File: src/mcbp_pkg.sv
// Constants and state type for the master CPU slave bus port
`default_nettype none
package mcbp_pkg;
  // ----------------------------------------------------------------
  // Widths and pin sampling layout
  // ----------------------------------------------------------------
  localparam int DW = 8;
  localparam int SW = 13;
  localparam int P_WN = 0;
  localparam int P_RN = 1;
  localparam int P_CS0 = 2;
  localparam int P_CS1 = 3;
  localparam int P_A0 = 4;
  localparam int P_D = 5;
  localparam int FDEPTH = 2;
  // ----------------------------------------------------------------
  // Local register indices
  // ----------------------------------------------------------------
  localparam logic [2:0] R_STAT0 = 3'h0;
  localparam logic [2:0] R_STAT1 = 3'h1;
  localparam logic [2:0] R_INB0 = 3'h2;
  localparam logic [2:0] R_INB1 = 3'h3;
  localparam logic [2:0] R_CTRL0 = 3'h4;
  localparam logic [2:0] R_CTRL1 = 3'h5;
  localparam logic [2:0] R_PCTRL = 3'h6;
  // ----------------------------------------------------------------
  // Field positions, status flag mask and buffer full count
  // ----------------------------------------------------------------
  localparam int B_EN = 7;
  localparam int B_DBL = 7;
  localparam int B_RWM = 0;
  localparam int B_TTL = 7;
  localparam int S_OBF = 0;
  localparam int S_IBF = 1;
  localparam int S_A0 = 3;
  localparam logic [7:0] USR_MASK = 8'hF4;
  localparam logic [1:0] FIFO_FULL = 2'h2;
  // ----------------------------------------------------------------
  // Whole module state
  // ----------------------------------------------------------------
  typedef struct packed {
    logic [SW-1:0] s1, s2, s3, f;
    logic en, dbl, rwm, ttl;
    logic [7:0] u0, u1, ob0, ob1, ib0, ib1;
    logic [1:0] obf, ibf, a0l;
    logic [9:0] fq0, fq1;
    logic [1:0] cnt;
    logic rdp, rset, ra0, wrp, wset, wa0;
    logic [7:0] wd, dout;
    logic doe, rdy;
    logic [1:0] ibirq, obirq;
    logic [7:0] rdata;
  } mcbp_state_t;
endpackage : mcbp_pkg
`default_nettype wire

File: src/mcbp_port.sv
// Slave parallel port between an external master CPU and local firmware
`default_nettype none
// What this block does
// - Two in/out buffer sets sharing one input queue, run by master strobes and firmware accesses.
// - Serves separate read/write strobes or a single R/W line with strobe.
// - Control register zero bit 7 enables the slave port.
// - Control register one bit 7 picks double mode; second select used.
// - Firmware sets Port 6 to input before enabling the port.
// - Each master write accepted into the queue raises an input-full request; writes arriving at a full queue are dropped.
// - Each master data read raises an output-empty request.
// - Data pins are a three-state bus; strobes and selects are inputs.
// - Transfers may be serviced by firmware or by the DMA controller.
// - Input threshold is CMOS by default; port control bit 7 picks TTL.
// - Status bits 0,1,3 are hardware read-only; 2,4-7 are firmware flags.
// - Master read with register select high returns the status register.
// - Output-full sets on firmware write, clears on master data read.
// - Input-full sets on master write, clears on firmware input buffer read.
// - Each master write accepted into the queue latches the register-select level into the set.
// - Master write latches the data bus into the selected input buffer.
// - Firmware reads each input buffer through its own register.
// - Master read with register select low returns the output buffer.
// - Status bit 0 output-full, bit 1 input-full, bit 3 latched select.
module mcbp_port #(
  parameter int DATA_W = mcbp_pkg::DW,
  parameter int BUF_DEPTH = mcbp_pkg::FDEPTH
) (
  input wire logic clk_in,
  input wire logic nrst_in,
  input wire logic write_n_in,
  input wire logic read_n_in,
  input wire logic chip_select_first_n_in,
  input wire logic chip_select_second_n_in,
  input wire logic register_select_line_in,
  input wire logic [7:0] host_data_pins_in,
  output logic [7:0] host_data_pins_out,
  output logic host_data_pins_oe_out,
  output logic host_ready_out,
  input wire logic [2:0] fw_addr_in,
  input wire logic fw_wr_in,
  input wire logic fw_rd_in,
  input wire logic [7:0] fw_wdata_in,
  output logic [7:0] fw_rdata_out,
  output logic [1:0] inbound_full_irq_out,
  output logic [1:0] outbound_empty_irq_out,
  output logic master_bus_port_en_out,
  output logic second_select_port_pin_used_out,
  output logic input_threshold_select_out
);
  // ----------------------------------------------------------------
  // Elaboration checks
  // ----------------------------------------------------------------
  if (DATA_W != 8 || BUF_DEPTH != 2) begin : g_bad
    $error("mcbp_port supports only 8-bit data and a 2-entry buffer");
  end

  // ----------------------------------------------------------------
  // Reset release
  // ----------------------------------------------------------------
  logic [1:0] rst_sync_reg;
  logic rst_n;
  mcbp_pkg::mcbp_state_t q;
  mcbp_pkg::mcbp_state_t n;

  // Two stages so release never lands near a clock edge
  always_ff @(posedge clk_in or negedge nrst_in) begin
    if (!nrst_in) begin
      rst_sync_reg <= 2'h0;
    end else begin
      rst_sync_reg <= {rst_sync_reg[0], 1'b1};
    end
  end
  assign rst_n = rst_sync_reg[1];

  // ----------------------------------------------------------------
  // Next state
  // ----------------------------------------------------------------
  always_comb begin
    logic sel0;
    logic sel1;
    logic hset;
    logic stb;
    logic rd;
    logic wr;
    logic push;
    logic pop;
    logic [7:0] st0;
    logic [7:0] st1;
    logic [9:0] nw;
    sel0 = 1'b0;
    sel1 = 1'b0;
    hset = 1'b0;
    stb = 1'b0;
    rd = 1'b0;
    wr = 1'b0;
    push = 1'b0;
    pop = 1'b0;
    st0 = 8'h00;
    st1 = 8'h00;
    nw = 10'h000;
    n = q;
    n.ibirq = 2'h0;
    n.obirq = 2'h0;
    // Pins pass three stages; a change counts once stages 2 and 3 agree
    n.s1 = {host_data_pins_in, register_select_line_in,
            chip_select_second_n_in, chip_select_first_n_in,
            read_n_in, write_n_in};
    n.s2 = q.s1;
    n.s3 = q.s2;
    for (int i = 0; i < mcbp_pkg::SW; i++) begin
      if (q.s2[i] == q.s3[i]) begin
        n.f[i] = q.s2[i];
      end
    end
    // Select decode: second select only counts in double mode
    sel0 = q.en & ~q.f[mcbp_pkg::P_CS0];
    sel1 = q.en & q.dbl & ~q.f[mcbp_pkg::P_CS1];
    hset = ~sel0;
    // R/W style master: write_n is the strobe, read_n the direction
    stb = q.rwm ? ~q.f[mcbp_pkg::P_WN] : 1'b1;
    if (q.rwm) begin
      rd = (sel0 | sel1) & stb & q.f[mcbp_pkg::P_RN];
      wr = (sel0 | sel1) & stb & ~q.f[mcbp_pkg::P_RN];
    end else begin
      rd = (sel0 | sel1) & ~q.f[mcbp_pkg::P_RN];
      wr = (sel0 | sel1) & ~q.f[mcbp_pkg::P_WN];
    end
    // Status words: hardware flags over masked firmware flags
    st0 = q.u0;
    st0[mcbp_pkg::S_OBF] = q.obf[0];
    st0[mcbp_pkg::S_IBF] = q.ibf[0];
    st0[mcbp_pkg::S_A0] = q.a0l[0];
    st1 = q.u1;
    st1[mcbp_pkg::S_OBF] = q.obf[1];
    st1[mcbp_pkg::S_IBF] = q.ibf[1];
    st1[mcbp_pkg::S_A0] = q.a0l[1];
    // Master read: drive only while selected and reading
    n.doe = rd;
    if (q.f[mcbp_pkg::P_A0]) begin
      n.dout = hset ? st1 : st0;
    end else begin
      n.dout = hset ? q.ob1 : q.ob0;
    end
    if (rd && !q.rdp) begin
      n.rset = hset;
      n.ra0 = q.f[mcbp_pkg::P_A0];
    end
    n.rdp = rd;
    // End of a data read empties the buffer; clear goes before sets
    if (q.rdp && !rd && !q.ra0) begin
      n.obf[q.rset] = 1'b0;
      n.obirq[q.rset] = 1'b1;
    end
    // Master write: keep the last sampled bus until the strobe ends
    if (wr) begin
      n.wset = hset;
      n.wa0 = q.f[mcbp_pkg::P_A0];
      n.wd = q.f[mcbp_pkg::P_D +: 8];
    end
    n.wrp = wr;
    // Writes landing on a full buffer are dropped; host_ready warns
    push = q.wrp & ~wr & (q.cnt != mcbp_pkg::FIFO_FULL);
    nw = {q.wset, q.wa0, q.wd};
    // Firmware side of the register file
    n.rdata = 8'h00;
    if (fw_rd_in) begin
      unique case (fw_addr_in)
        mcbp_pkg::R_STAT0: n.rdata = st0;
        mcbp_pkg::R_STAT1: n.rdata = st1;
        mcbp_pkg::R_INB0: begin
          n.rdata = q.ib0;
          n.ibf[0] = 1'b0;
        end
        mcbp_pkg::R_INB1: begin
          n.rdata = q.ib1;
          n.ibf[1] = 1'b0;
        end
        mcbp_pkg::R_CTRL0: n.rdata[mcbp_pkg::B_EN] = q.en;
        mcbp_pkg::R_CTRL1: begin
          n.rdata[mcbp_pkg::B_DBL] = q.dbl;
          n.rdata[mcbp_pkg::B_RWM] = q.rwm;
        end
        mcbp_pkg::R_PCTRL: n.rdata[mcbp_pkg::B_TTL] = q.ttl;
        default: n.rdata = 8'h00;
      endcase
    end
    if (fw_wr_in) begin
      unique case (fw_addr_in)
        mcbp_pkg::R_STAT0: n.u0 = fw_wdata_in & mcbp_pkg::USR_MASK;
        mcbp_pkg::R_STAT1: n.u1 = fw_wdata_in & mcbp_pkg::USR_MASK;
        mcbp_pkg::R_INB0: begin
          n.ob0 = fw_wdata_in;
          n.obf[0] = 1'b1;
        end
        mcbp_pkg::R_INB1: begin
          n.ob1 = fw_wdata_in;
          n.obf[1] = 1'b1;
        end
        // Port 6 must already be input before this bit is set
        mcbp_pkg::R_CTRL0: n.en = fw_wdata_in[mcbp_pkg::B_EN];
        mcbp_pkg::R_CTRL1: begin
          n.dbl = fw_wdata_in[mcbp_pkg::B_DBL];
          n.rwm = fw_wdata_in[mcbp_pkg::B_RWM];
        end
        mcbp_pkg::R_PCTRL: n.ttl = fw_wdata_in[mcbp_pkg::B_TTL];
        default: n.en = q.en;
      endcase
    end
    // Buffer head moves into its input register once that one is empty
    pop = (q.cnt != 2'h0) & ~q.ibf[q.fq0[9]];
    if (pop) begin
      if (q.fq0[9]) begin
        n.ib1 = q.fq0[7:0];
      end else begin
        n.ib0 = q.fq0[7:0];
      end
      n.a0l[q.fq0[9]] = q.fq0[8];
      n.ibf[q.fq0[9]] = 1'b1;
      n.ibirq[q.fq0[9]] = 1'b1;
    end
    // Two-entry buffer bookkeeping
    unique case ({push, pop})
      2'b10: begin
        if (q.cnt == 2'h0) begin
          n.fq0 = nw;
        end else begin
          n.fq1 = nw;
        end
        n.cnt = q.cnt + 2'h1;
      end
      2'b01: begin
        n.fq0 = q.fq1;
        n.cnt = q.cnt - 2'h1;
      end
      2'b11: begin
        if (q.cnt == 2'h1) begin
          n.fq0 = nw;
        end else begin
          n.fq0 = q.fq1;
          n.fq1 = nw;
        end
      end
      2'b00: n.cnt = q.cnt;
    endcase
    n.rdy = (n.cnt != mcbp_pkg::FIFO_FULL);
  end

  // ----------------------------------------------------------------
  // State register
  // ----------------------------------------------------------------
  always_ff @(posedge clk_in or negedge rst_n) begin
    if (!rst_n) begin
      q <= '0;
    end else begin
      q <= n;
    end
  end

  // Outputs straight from the state register
  assign host_data_pins_out = q.dout;
  assign host_data_pins_oe_out = q.doe;
  assign host_ready_out = q.rdy;
  assign fw_rdata_out = q.rdata;
  assign inbound_full_irq_out = q.ibirq;
  assign outbound_empty_irq_out = q.obirq;
  assign master_bus_port_en_out = q.en;
  assign second_select_port_pin_used_out = q.dbl;
  assign input_threshold_select_out = q.ttl;
endmodule : mcbp_port
`default_nettype wire

File: config.mk
export PLATFORM = sky130hd
export DESIGN_NAME = mcbp_port
export DESIGN_NICKNAME = d
export VERILOG_FILES = /design/src/mcbp_pkg.sv /design/src/mcbp_port.sv
export SDC_FILE = /design/constraint.sdc
export NUM_CORES = 1
export LEC_CHECK = 0
export BUFFER_PORTS_ARGS = -buffer_cell sky130_fd_sc_hd__buf_2
export CAP_MARGIN = 20
export CORE_MARGIN = 10
export CORE_UTILIZATION = 53
export DETAILED_ROUTE_END_ITERATION = 12
export GPL_TIMING_DRIVEN = 0
export PLACE_DENSITY = 0.75
export SYNTH_ARGS = -nofsm -noshare
export SYNTH_HDL_FRONTEND = slang
export SYNTH_SLANG_ARGS = --single-unit
File: constraint.sdc
create_clock -name clk_in -period 4.65 [get_ports clk_in]
set_input_delay 1.1625 -clock clk_in [delete_from_list [all_inputs] [get_ports clk_in]]
set_output_delay 1.1625 -clock clk_in [all_outputs]
set_load 0.02 [all_outputs]
# Word level (Yosys, flattened, before mapping)
# Cells that the tools add are included.
# totals
reg_bits	163
inputBits	28
output_inout_bits	25
word_cells	160
# classes
add_sub_neg	2
magnitude_cmp	4
eq_ne	28
n_mux	34
bitwise_logic	23
reduce_logical	24
# op_table
operator	count
two-way mux 10 bit	4
two-way mux 8 bit	4
case mux 10 bit (3 select lines)	1
case mux 6 bit (4 select lines)	1
case mux 10 bit (2 select lines)	1
AND reduction 2 bit	10
== test 1 bit	13
bitwise AND 1 bit	11
two-way mux 1 bit	11
two-way mux 2 bit	5
inequality test 2 bit, second input constant	5
== test 3 bit, second input constant	3
inverter 1 bit	8
case mux 1 bit (7 select lines)	1
== test 3 x 2 -> 1 bit, second input constant	2
logical AND 1 bit	5
case mux 1 bit (5 select lines)	1
== test 2 x 1 -> 1 bit, second input constant	2
== test 2 bit, second input constant	2
less-than comparator 1 x 2 -> 1 bit, second input constant	2
two-way mux 4 bit	1
case mux 2 bit (2 select lines)	1
nonzero test 2 bit	2
== test 3 x 1 -> 1 bit, second input constant	1
other kinds (14)	18

# Longest topological paths before layout
# Gate-level depths: netlist of the first run.
# depth
word_depth	12
ltp_mapped	11
mapped_depth_nobuf	9

# Least setup slack after synthesis of the first run
# Ideal clock, no wire load.
# synth_path
kind	reg2reg
from	register q (netlist bit second_select_port_pin_used_out)
to	register q[57] in the netlist's numbering
setup_ns	0.128
arrival_time_ns	2.243
t_required_ns	4.522
path_slack_ns	2.279
stages_incl_launch_ff	11
n_path_buf	1
synth_period_minus_slack_ns	2.371
path_cell_list	dfrtp_1 -> nand2b_1 -> a21oi_1 -> nand2_1 -> buf_2 -> and3b_1 -> ha_1 -> a21oi_1 -> nand2_1 -> a22o_1 -> mux2_1
# synth_between
elab_chain_len	12
elab_cells_between_ends	17
classes_between	4 x eq/ne; 2 x mux; 9 x bitwise; 2 x reduce/logical
# synth_lines
item	line_no	rtl
from (decl)	mcbp_port.sv:61	mcbp_pkg::mcbp_state_t q;
from (signal assigned)	mcbp_port.sv:254	q <= n;
bitwise AND 1 bit * (2 in series)	mcbp_port.sv:116	sel1 = q.en & q.dbl & ~q.f[mcbp_pkg::P_CS1];
bitwise OR 1 bit *	mcbp_port.sv:122, mcbp_port.sv:125	
bitwise AND 1 bit (2 in series)	mcbp_port.sv:122	wr = (sel0 | sel1) & stb & ~q.f[mcbp_pkg::P_RN];
two-way mux 1 bit *	mcbp_port.sv:120	if (q.rwm) begin
inverter 1 bit *	mcbp_port.sv:161	push = q.wrp & ~wr & (q.cnt != mcbp_pkg::FIFO_FULL);
bitwise AND 1 bit * (2 in series)	mcbp_port.sv:161	
== test 2 bit / == test 2 x 1 -> 1 bit (equally long branches)	mcbp_port.sv:221	unique case ({push, pop})
inequality test 2 bit (no source line) / nonzero test 3 bit (equally long branches)	-	
AND reduction 2 bit (no source line)	-	
# Every way passes the cells marked *; elsewhere a longest branch is shown, timed or not.
# A chain may end at the register's enable or synchronous reset.

# Worst setup path in the final report of the first run
# layout_path
from	register q[119] in the netlist's numbering
to	register q[48] in the netlist's numbering
# layout_between
elab_chain_len	12
elab_cells_between_ends	17
classes_between	4 x eq/ne; 2 x mux; 9 x bitwise; 2 x reduce/logical
# layout_lines
item	line_no
inverter 1 bit *	mcbp_port.sv:116
bitwise AND 1 bit *	mcbp_port.sv:116
bitwise OR 1 bit *	mcbp_port.sv:122, mcbp_port.sv:125
bitwise AND 1 bit (2 in series)	mcbp_port.sv:122
two-way mux 1 bit *	mcbp_port.sv:120
inverter 1 bit *	mcbp_port.sv:161
bitwise AND 1 bit * (2 in series)	mcbp_port.sv:161
== test 2 bit / == test 2 x 1 -> 1 bit (equally long branches)	mcbp_port.sv:221
inequality test 2 bit (no source line) / nonzero test 3 bit (equally long branches)	-
AND reduction 2 bit (no source line)	-
# Marked as above.

==> impl_metrics.ini, run 1 <==
[pwr]
clockPowerShare_pct = 32.3
intPower_uw = 3240
pwr-share-seq_pct = 45.4
p_switching_uw = 1220
leakage_uw = 0.00344
powerDensity_nw_per_um2 = 592
combPwrFrac_pct = 22.3
sw_frac_of_total_pct = 27.3
ir_drop_mv = 0.252

[status]
status = finished, final reports clean

[sta]
worst_pin_slew_ns = 0.738
rsz0062_at_grt = no
slew_viol_final = 0
period_minus_slack_ns = 2.74
relSlewSlack_pct = 50.8
finalHoldViolCount = 0
finalSetupViolCount = 0
max_freq_mhz = 366
fin_worst_skew_ns = 0.00945
setup_tns_ns = 0
fin_crit_sh_pct = 58.8

[layout]
final_area_um2 = 7530
drive_above_1_share_pct = 41.1
syn2layout_area_growth_pct = 17.3
finalNetCount = 521
fin_util_pct = 63.2
fin_cells = 646
largest_reg_flops = 108
diodes = 0
regMostFlops = q

[synth]
ys_ff_latch = 163
synth_area_per_cell_um2 = 15.5
synth_nets = 449
ys_warn_count = 0
synth_top_area_share_pct = 63.6
synthTopCellsByArea = dfrtp_1, mux2_2, mux4_2, buf_4, maj3_1
ys_top_cells_by_count = dfrtp_1, mux2_2, buf_4
synth.most_common_cell = dfrtp_1
synth_edf_count = 0
synth_ff_type = dfrtp_1
ys_types = 43
syn_inst = 414
yosys.area.top_type = dfrtp_1
ys_async_sr_fraction_pct = 100
synth_area_um2 = 6420
synth-seq-area-share_pct = 63.6

[critical_path]
worstRegToRegCells = 10
r2r_slack_ns = 1.91
crit_path_start_kind = register
worst-setup-path-type = reg2reg
end_kind = register
critPathMaxFanout = 10
required_ns = 4.95
reg2reg_from = q[119]
r2r-end = q[48]
crit_arrival_ns = 3.04

[clocking]
cts_resized = 0
post-cts-setup-buffers = 0
clkTransAtPathRegs_ns = 0.06
holdBufCountCts = 0
clk_latency_ns = 0.42
clockBufferDepth = 2
h-tree-depth = 4
clock-sinks = 163
cts-root-buf = clkbuf_16
cts_tree = done
cts_inserted_buffers = 17

[grt]
gr-usage-all-layers_pct = 14.6
overflow = 0
grt_pass1_wl_um = 19000
grt_antenna_before_repair = 0
grtUsageMet2_pct = 23.8
use_met1_pct = 17.6
grt_max_degree = 77
grt-busiest-layer = met2
grt_pass1_vias = 3717
use_met3_pct = 4.99

[floorplan]
io_pins = 53
start_util_pct = 53.9
coreArea_um2 = 11900
fp.dieH_um = 130
die_width_um = 130
rows = 40
die-area_um2 = 16900

[drt]
drt_first_pass_iters = 4
wl_per_cell_um = 17.3
drc = 0
drt-total-wl_um = 11200
vias = 3430
via_per_inst = 5.31
detail-route-antenna-nets = 0
drt-initial-drc-count = 176

[placed_design]
port_buffers = 51
dp_cells = 614
place_area_um2 = 6910
hpwlAfterDp_um = 7630
place_congestion = 0.771

[worst_hold_path]
min_path_type = reg2async

[flow_run]
maxCapViolCount = 0
-- through the flow --
stage / setup slack (ns) / total power (uW) / hold WS (ns)
2_1_floorplan: 1.95 / 2780 / 0.331
3_3_place_gp: 1.15 / 2980 / 0.331
3_5_place_dp: 1.92 / 3050 / 0.195
4_1_cts: 1.88 / 4500 / 0.195
5_1_grt: 1.69 / 4700 / 0.206
6_report: 1.91 / 4460 / 0.183
-- worst max-delay path: stages (launching register included) --
cell	delay, ns
dfrtp_1	0.41
nand2b_1	0.19
a21oi_1	0.15
nand2_1	0.19
buf_2	0.26
and3b_1	0.22
ha_1	0.23
a21oi_1	0.15
nand2_1	0.23
a22o_1	0.31
mux2_1	0.27
-- worst max-delay path by stage --
stage	start	end	slack, ns	cells after the start
floorplan	rst_sync_reg[1]	async pin	1.95	0
global route	q[119]	q[53]	1.69	10
detailed placement	q[119]	q[56]	1.92	10
global placement	rst_sync_reg[1]	q[90]	1.15	0
CTS	q[119]	q[56]	1.88	10
finish	q[119]	q[48]	1.91	10
-- placed cells by master, fill, tap and decap left out, types with 7 or more instances in the layout --
cell type,count
buf_2,59
dfrtp_1,162
mux4_2,11
mux2_2,67
nand2b_1,8
maj3_1,13
inv_1,7
and2_1,7
buf_4,21
mux2_1,10
a22o_1,11
mux2i_1,13
ha_1,7
clkbuf_16,17
nand2_1,10
-- area by class of cell --
class,instances,area [um2]
clock buffers,18,429
fillers,871,4380
well taps,147,184
inverters,7,26.3
clock inverters,14,185
repair buffers,53,310
flip-flops and latches,163,4080
multi-input cells,211,2080
plain buffers,33,228
-- power by group through the flow --
| stage | clock [uW] | combinational, uW | sequential [uW] |
|---|---|---|---|
| detailed placement | 0 | 1000 | 2040 |
| finish | 1440 | 994 | 2020 |
| CTS | 1470 | 1010 | 2020 |
| floorplan | 0 | 789 | 1990 |
| global route | 1530 | 1100 | 2070 |
| global placement | 0 | 942 | 2040 |
-- metal layers --
| metal | wire length (um) | vias up | part of all wire (%) |
|---|---|---|---|
| li1 | - | 1591 | - |
| met3 | 557 | 16 | 5.0 |
| met1 | 4770 | 1759 | 43 |
| met5 | 0 | - | 0 |
| met4 | 165 | 0 | 1.5 |
| met2 | 5670 | 64 | 51 |
-- cell families (layout without fill, tap and decap cells) --
kind of cell | count (synthesis) | in the layout | synth area share, %
flip-flops | 163 | 163 | 63.6
multiplexers | 102 | 102 | 19.6
AND/OR/NAND/NOR | 53 | 53 | 5.09
buffers and inverters | 40 | 125 | 3.96
AO/OA/AOI/OAI | 35 | 35 | 4.29
adder cells (fa/ha/maj) | 20 | 20 | 3.39
other | 1 | 1 | 0.0584
Power figures use the tool's default switching activity.
==> inputs of run 2 (changes only) <==
- ABC_AREA: unset -> 1
- clock period: 4.65 -> 2.25 ns (I/O delays scaled with it)
==> run 2 against run 1 <==
Net effect: routed wire length increased by 13%; synthesized cell count increased by 56%; combinational power grew 98%; final area increased by 1.1%; global-route usage up 1.6 points; area after synthesis is the same; critical path depth grew 1; register-to-register slack lost 1.8 ns; via count up 31%; count of clock-buffer cells in the layout down 1.
==> impl_metrics.ini, run 2 <==
[drt]
drc = 0
via_per_inst = 5.09
drt-initial-drc-count = 383
vias = 4509
detail-route-antenna-nets = 0
drt-total-wl_um = 12600
wl_per_cell_um = 14.3
drt_first_pass_iters = 5

[critical_path]
crit_path_start_kind = register
critPathMaxFanout = 10
end_kind = register
cp_slowest_cell = dfrtp_1
slowest_delay_ns = 0.37
required_ns = 2.56
path_delay_family = buffers and inverters
path_buf_inv = 5
crit_top_cell = inv_1
crit_arrival_ns = 2.41
crit_chain = inv_1 -> ha_1 -> inv_1 -> nand2_1 -> nor2_4 -> buf_6 -> inv_1 -> ha_1 -> o211ai_1 -> clkbuf_4 -> o21ai_0
worst-setup-path-type = reg2reg

[sta]
relSlewSlack_pct = 63.7
slew_viol_final = 0
worst_pin_slew_ns = 0.545
finalHoldViolCount = 0
max_freq_mhz = 476
period_minus_slack_ns = 2.10
fin_ws_ns = 0.148
fin_worst_skew_ns = 0.0128
fin_crit_sh_pct = 93.4
finalSetupViolCount = 0

[grt]
grt_max_degree = 68
grt_antenna_before_repair = 0
overflow = 0
grt_pass1_wl_um = 21500
grt_pass1_vias = 4579
gr-usage-all-layers_pct = 16.2

[synth]
ys_top_cells_by_count = nand2_1, dfrtp_1, o21ai_0
ys_types = 26
synth_top_area_share_pct = 63.6
ys_ff_latch = 163
synth_area_per_cell_um2 = 9.92
synth_area_um2 = 6420
yosys.area.top_type = dfrtp_1
synth_ff_type = dfrtp_1
synth-seq-area-share_pct = 63.6
synth_edf_count = 0
syn_inst = 647
synth.most_common_cell = nand2_1
synthTopCellsByArea = dfrtp_1, nand2_1, o21ai_0, inv_1, buf_4
ys_async_sr_fraction_pct = 100
ys_warn_count = 0
synth_nets = 682

[flow_run]
maxCapViolCount = 0

[layout]
final_common_cell = nand2_1
nFillCells = 954
finalNetCount = 760
diodes = 0
seq_area_um2 = 4080
syn2layout_area_growth_pct = 18.6
regMostFlops = q
multi_input_area_um2 = 1880
final_cell_mix = nand2_1, dfrtp_1, o21ai_0
largest_reg_flops = 108
drive_above_1_share_pct = 19.9
fin_cells = 885

[worst_hold_path]
min_path_type = in2reg

[placed_design]
port_buffers = 49
place_congestion = 0.894
place_ws_ns = -0.381
dp_cells = 845
hpwlAfterDp_um = 8690

[clocking]
h-tree-depth = 4
clockBufferDepth = 2
clock-sinks = 163
cts-root-buf = clkbuf_16
cts_tree = done
clk_latency_ns = 0.44
cts_inserted_buffers = 17
clkTransAtPathRegs_ns = 0.07

[status]
status = finished, final reports clean

[floorplan]
die_width_um = 130
io_pins = 53
rows = 40
fp.dieH_um = 130
die-area_um2 = 16900
coreArea_um2 = 11900
start_util_pct = 53.9

[pwr]
leakage_uw = 0.00391
powerDensity_nw_per_um2 = 1160
ir_drop_mv = 0.787
[run 2: cell count changes in the layout (fill, tap and decap cells not counted), moves of 8 or more]
cell / previous run / this run
a22o_1: 11 / 0
inv_1: 7 / 53
mux2_1: 10 / 0
mux2_2: 67 / 0
mux2i_1: 13 / 0
mux4_2: 11 / 0
nand2_1: 10 / 186
nand2b_1: 8 / 0
nand3_1: 2 / 23
nor2_1: 5 / 38
o21ai_0: 6 / 80
o21ai_2: 0 / 8
[run 2: repair_timing]
action                                 4_1_cts  5_1_grt
buffers inserted                             0        7
endpoints found under the hold margin        2        0
pin swaps                                    0        1
hold buffers                                 1        0
setup endpoints to repair                   20       22
resized for setup                            7       14
[run 2: final cells by class]
cell class / instances / area share, %
buffer: 37 / 3.55
timing repair buffer: 59 / 4.77
multi-input combinational: 387 / 24.7
tap: 147 / 2.42
sequential: 163 / 53.6
clock inverter: 15 / 2.32
inverter: 60 / 2.99
clock buffer: 17 / 5.59
[run 2: cell families (layout without fill, tap and decap cells)]
family,count (synthesis),after routing,synth area share [%]
AO/OA/AOI/OAI,104,104,8.89
adder cells (fa/ha/maj),20,20,3.39
buffers and inverters,97,188,7.41
flip-flops,163,163,63.6
other,1,1,0.0584
AND/OR/NAND/NOR,262,262,16.7
[run 2: worst paths after layout]
path | slack [ns] | end | startpoint | cells after the start
setup / recovery | 0.15 | q[42] | q[36] | 11
hold / removal | 0.23 | n[150] | host_data_pins_in[3] | 1
setup reg to reg | 0.15 | q[42] | q[36] | 11
hold reg to reg | 0.31 | q[135] | rst_sync_reg[1] | 0
max in group asynchronous | 1.24 | fw_rdata_out[2] | rst_sync_reg[1] | 1
min in group asynchronous | 0.31 | q[135] | rst_sync_reg[1] | 0
[run 2: layer usage]
layer  global-route usage (%)  up-vias  routed length (um)
li1                         -     2203                   -
met1                     19.8     2182                5570
met2                     25.7      100                6100
met3                     5.11       24                 622
met4                     7.87        0                 331
met5                        0        -                   0
[run 2: power by group]
group / total [uW] / switching [uW] / internal [uW]
registers: 4030 / 418 / 3610
clock network: 2860 / 1350 / 1510
logic: 1970 / 1180 / 788
[run 2: stage by stage]
stage / hold slack, ns / util, % / instance area [um2] / setup TNS, ns / total power, uW
floorplan: 0.267 / - / 6420 / 0 / 5310
global placement: 0.331 / 57.5 / 6850 / -4.35 / 5760
detailed placement: 0.328 / 58.0 / 6900 / -6.00 / 5880
CTS: 0.213 / 63.3 / 7540 / 0 / 8790
global route: 0.202 / 63.9 / 7610 / -0.0433 / 9410
finish: 0.226 / 63.9 / 7610 / 0 / 8860
[run 2: worst register-to-register path, cell delays in order, from the launching register on]
cell and delay (ns):
dfrtp_1 0.37, inv_1 0.08, ha_1 0.24, inv_1 0.09
nand2_1 0.09, nor2_4 0.18, buf_6 0.15, inv_1 0.06
ha_1 0.20, o211ai_1 0.22, clkbuf_4 0.24, o21ai_0 0.09
==> inputs of run 3 (changes only) <==
- RECOVER_POWER: unset -> 25
==> run 3 against run 2 <==
Net effect: the run now ends with max-capacitance violations, max-slew violations left; largest cell class unchanged; register-to-register slack hardly changed; critical endpoint unchanged; power hardly changed; clock power hardly changed; first-iteration DRC count is 2.1% lower; non-clock buffer count stayed put; sequential share of layout area hardly changed; largest power group unchanged; global-route usage stayed put; final area hardly changed.
==> impl_metrics.ini, run 3 (synthesis gave the netlist of run 2 again) <==
[status]
status = finished, violations left
violations = max-capacitance violations, max-slew violations

[critical_path]
slowest_delay_ns = 0.37
crit_arrival_ns = 2.42
crit_path_start_kind = register
crit_chain = inv_1 -> ha_1 -> inv_1 -> nand2_1 -> nor2_4 -> buf_6 -> inv_1 -> ha_1 -> o211ai_1 -> clkbuf_4 -> o21ai_0
required_ns = 2.56
critPathMaxFanout = 10
path_buf_inv = 5
worst-setup-path-type = reg2reg
end_kind = register
path_delay_family = buffers and inverters
crit_top_cell = inv_1
cp_slowest_cell = dfrtp_1

[sta]
period_minus_slack_ns = 2.11
fin_ws_ns = 0.141
slew_viol_final = 38
setup_tns_ns = 0
finalSetupViolCount = 0
fin_crit_sh_pct = 93.7
max_freq_mhz = 474
worst_pin_slew_ns = 1.60
relSlewSlack_pct = -6.57
finalHoldViolCount = 0
fin_worst_skew_ns = 0.0129

[floorplan]
fp.dieH_um = 130
die-area_um2 = 16900
start_util_pct = 53.9
die_width_um = 130
coreArea_um2 = 11900
io_pins = 53
rows = 40

[clocking]
cts_tree = done
h-tree-depth = 4
clk_latency_ns = 0.44
clockBufferDepth = 2
clock-sinks = 163
cts_inserted_buffers = 17
clkTransAtPathRegs_ns = 0.07
cts-root-buf = clkbuf_16

[layout]
largest_reg_flops = 108
final_common_cell = nand2_1
drive_above_1_share_pct = 19.5
final_cell_mix = nand2_1, dfrtp_1, o21ai_0
finalNetCount = 760
diodes = 0
nFillCells = 957
regMostFlops = q
syn2layout_area_growth_pct = 18.6
fin_util_pct = 63.9

[grt]
grt_pass1_wl_um = 21500
grt_antenna_before_repair = 0
grt_pass1_vias = 4579
grt_max_degree = 68
gr-usage-all-layers_pct = 16.2
overflow = 0

[placed_design]
place_ws_ns = -0.381
place_congestion = 0.894
hpwlAfterDp_um = 8690
port_buffers = 49

[flow_run]
maxCapViolCount = 1

[drt]
vias = 4529
via_per_inst = 5.12
detail-route-antenna-nets = 0
drt-total-wl_um = 12600
drt-initial-drc-count = 375
drc = 0
drt_first_pass_iters = 5
wl_per_cell_um = 14.3

[pwr]
leakage_uw = 0.00391
ir_drop_mv = 0.787
powerDensity_nw_per_um2 = 1160

[worst_hold_path]
min_path_type = in2reg
==> run 3: cell types whose count changed in the layout (fill, tap and decap cells not counted), sizes merged <==
| cell | before | now |
|---|---|---|
| buf | 89 | 88 |
| clkbuf | 23 | 24 |
==> run 3: worst reg2reg max path: stages, from the launching register on <==
cell and delay (ns):
dfrtp_1 0.37, inv_1 0.08, ha_1 0.24, inv_1 0.09, nand2_1 0.09, nor2_4 0.18
buf_6 0.15, inv_1 0.06, ha_1 0.20, o211ai_1 0.22, clkbuf_4 0.24, o21ai_0 0.09
==> run 3: timing repair <==
item,in CTS,in global routing
endpoints found under the setup margin,20,22
hold endpoints to repair,2,0
gates resized for setup,7,14
buffers inserted,0,7
gates cloned,0,0
hold buffers,1,0
pin swaps,0,1
==> run 3: area by class of cell <==
| cell class | instances | area, um2 | area share, % |
|---|---|---|---|
| buffer | 37 | 270 | 3.55 |
| clock buffer | 17 | 425 | 5.59 |
| clock inverter | 15 | 176 | 2.32 |
| inverter | 60 | 228 | 2.99 |
| multi-input combinational | 387 | 1880 | 24.8 |
| sequential | 163 | 4080 | 53.6 |
| tap | 147 | 184 | 2.42 |
| timing repair buffer | 59 | 362 | 4.75 |
==> run 3: path summary, 6_finish.rpt <==
| path | from | endpoint | slack, ns | cells after the start |
|---|---|---|---|---|
| max reg2reg | q[36] | q[42] | 0.14 | 11 |
| min in group asynchronous | nrst_in | rst_sync_reg[1] | 0.45 | 2 |
| min reg2reg | n[144] | n[131] | 0.35 | 0 |
| min | host_data_pins_in[3] | n[150] | 0.23 | 1 |
| max in group asynchronous | rst_sync_reg[1] | fw_rdata_out[2] | 0.57 | 1 |
| max | q[36] | q[42] | 0.14 | 11 |
==> run 3: per-stage QoR <==
stage,instance area (um2),instances,power [uW],hold WS [ns]
4_1_cts,7540,878,8790,0.213
3_3_place_gp,6850,843,5760,0.331
2_1_floorplan,6420,647,5310,0.267
5_1_grt,7610,885,9410,0.202
6_report,7610,885,8860,0.226
3_5_place_dp,6900,845,5880,0.328
==> run 3: power breakdown <==
part           switching, uW  total (uW)  leakage, uW  internal (uW)
Combinational           1190        1980      0.00161            788
Sequential               415        4020      0.00201           3610
Clock                   1350        2860     0.000289           1510
==> run 3: routing by layer <==
metal / vias up / track usage [%] / share of wire (%)
li1: 2207 / - / -
met1: 2195 / 19.8 / 44
met2: 100 / 25.7 / 49
met3: 27 / 5.11 / 4.8
met4: 0 / 7.87 / 2.8
met5: - / 0 / 0
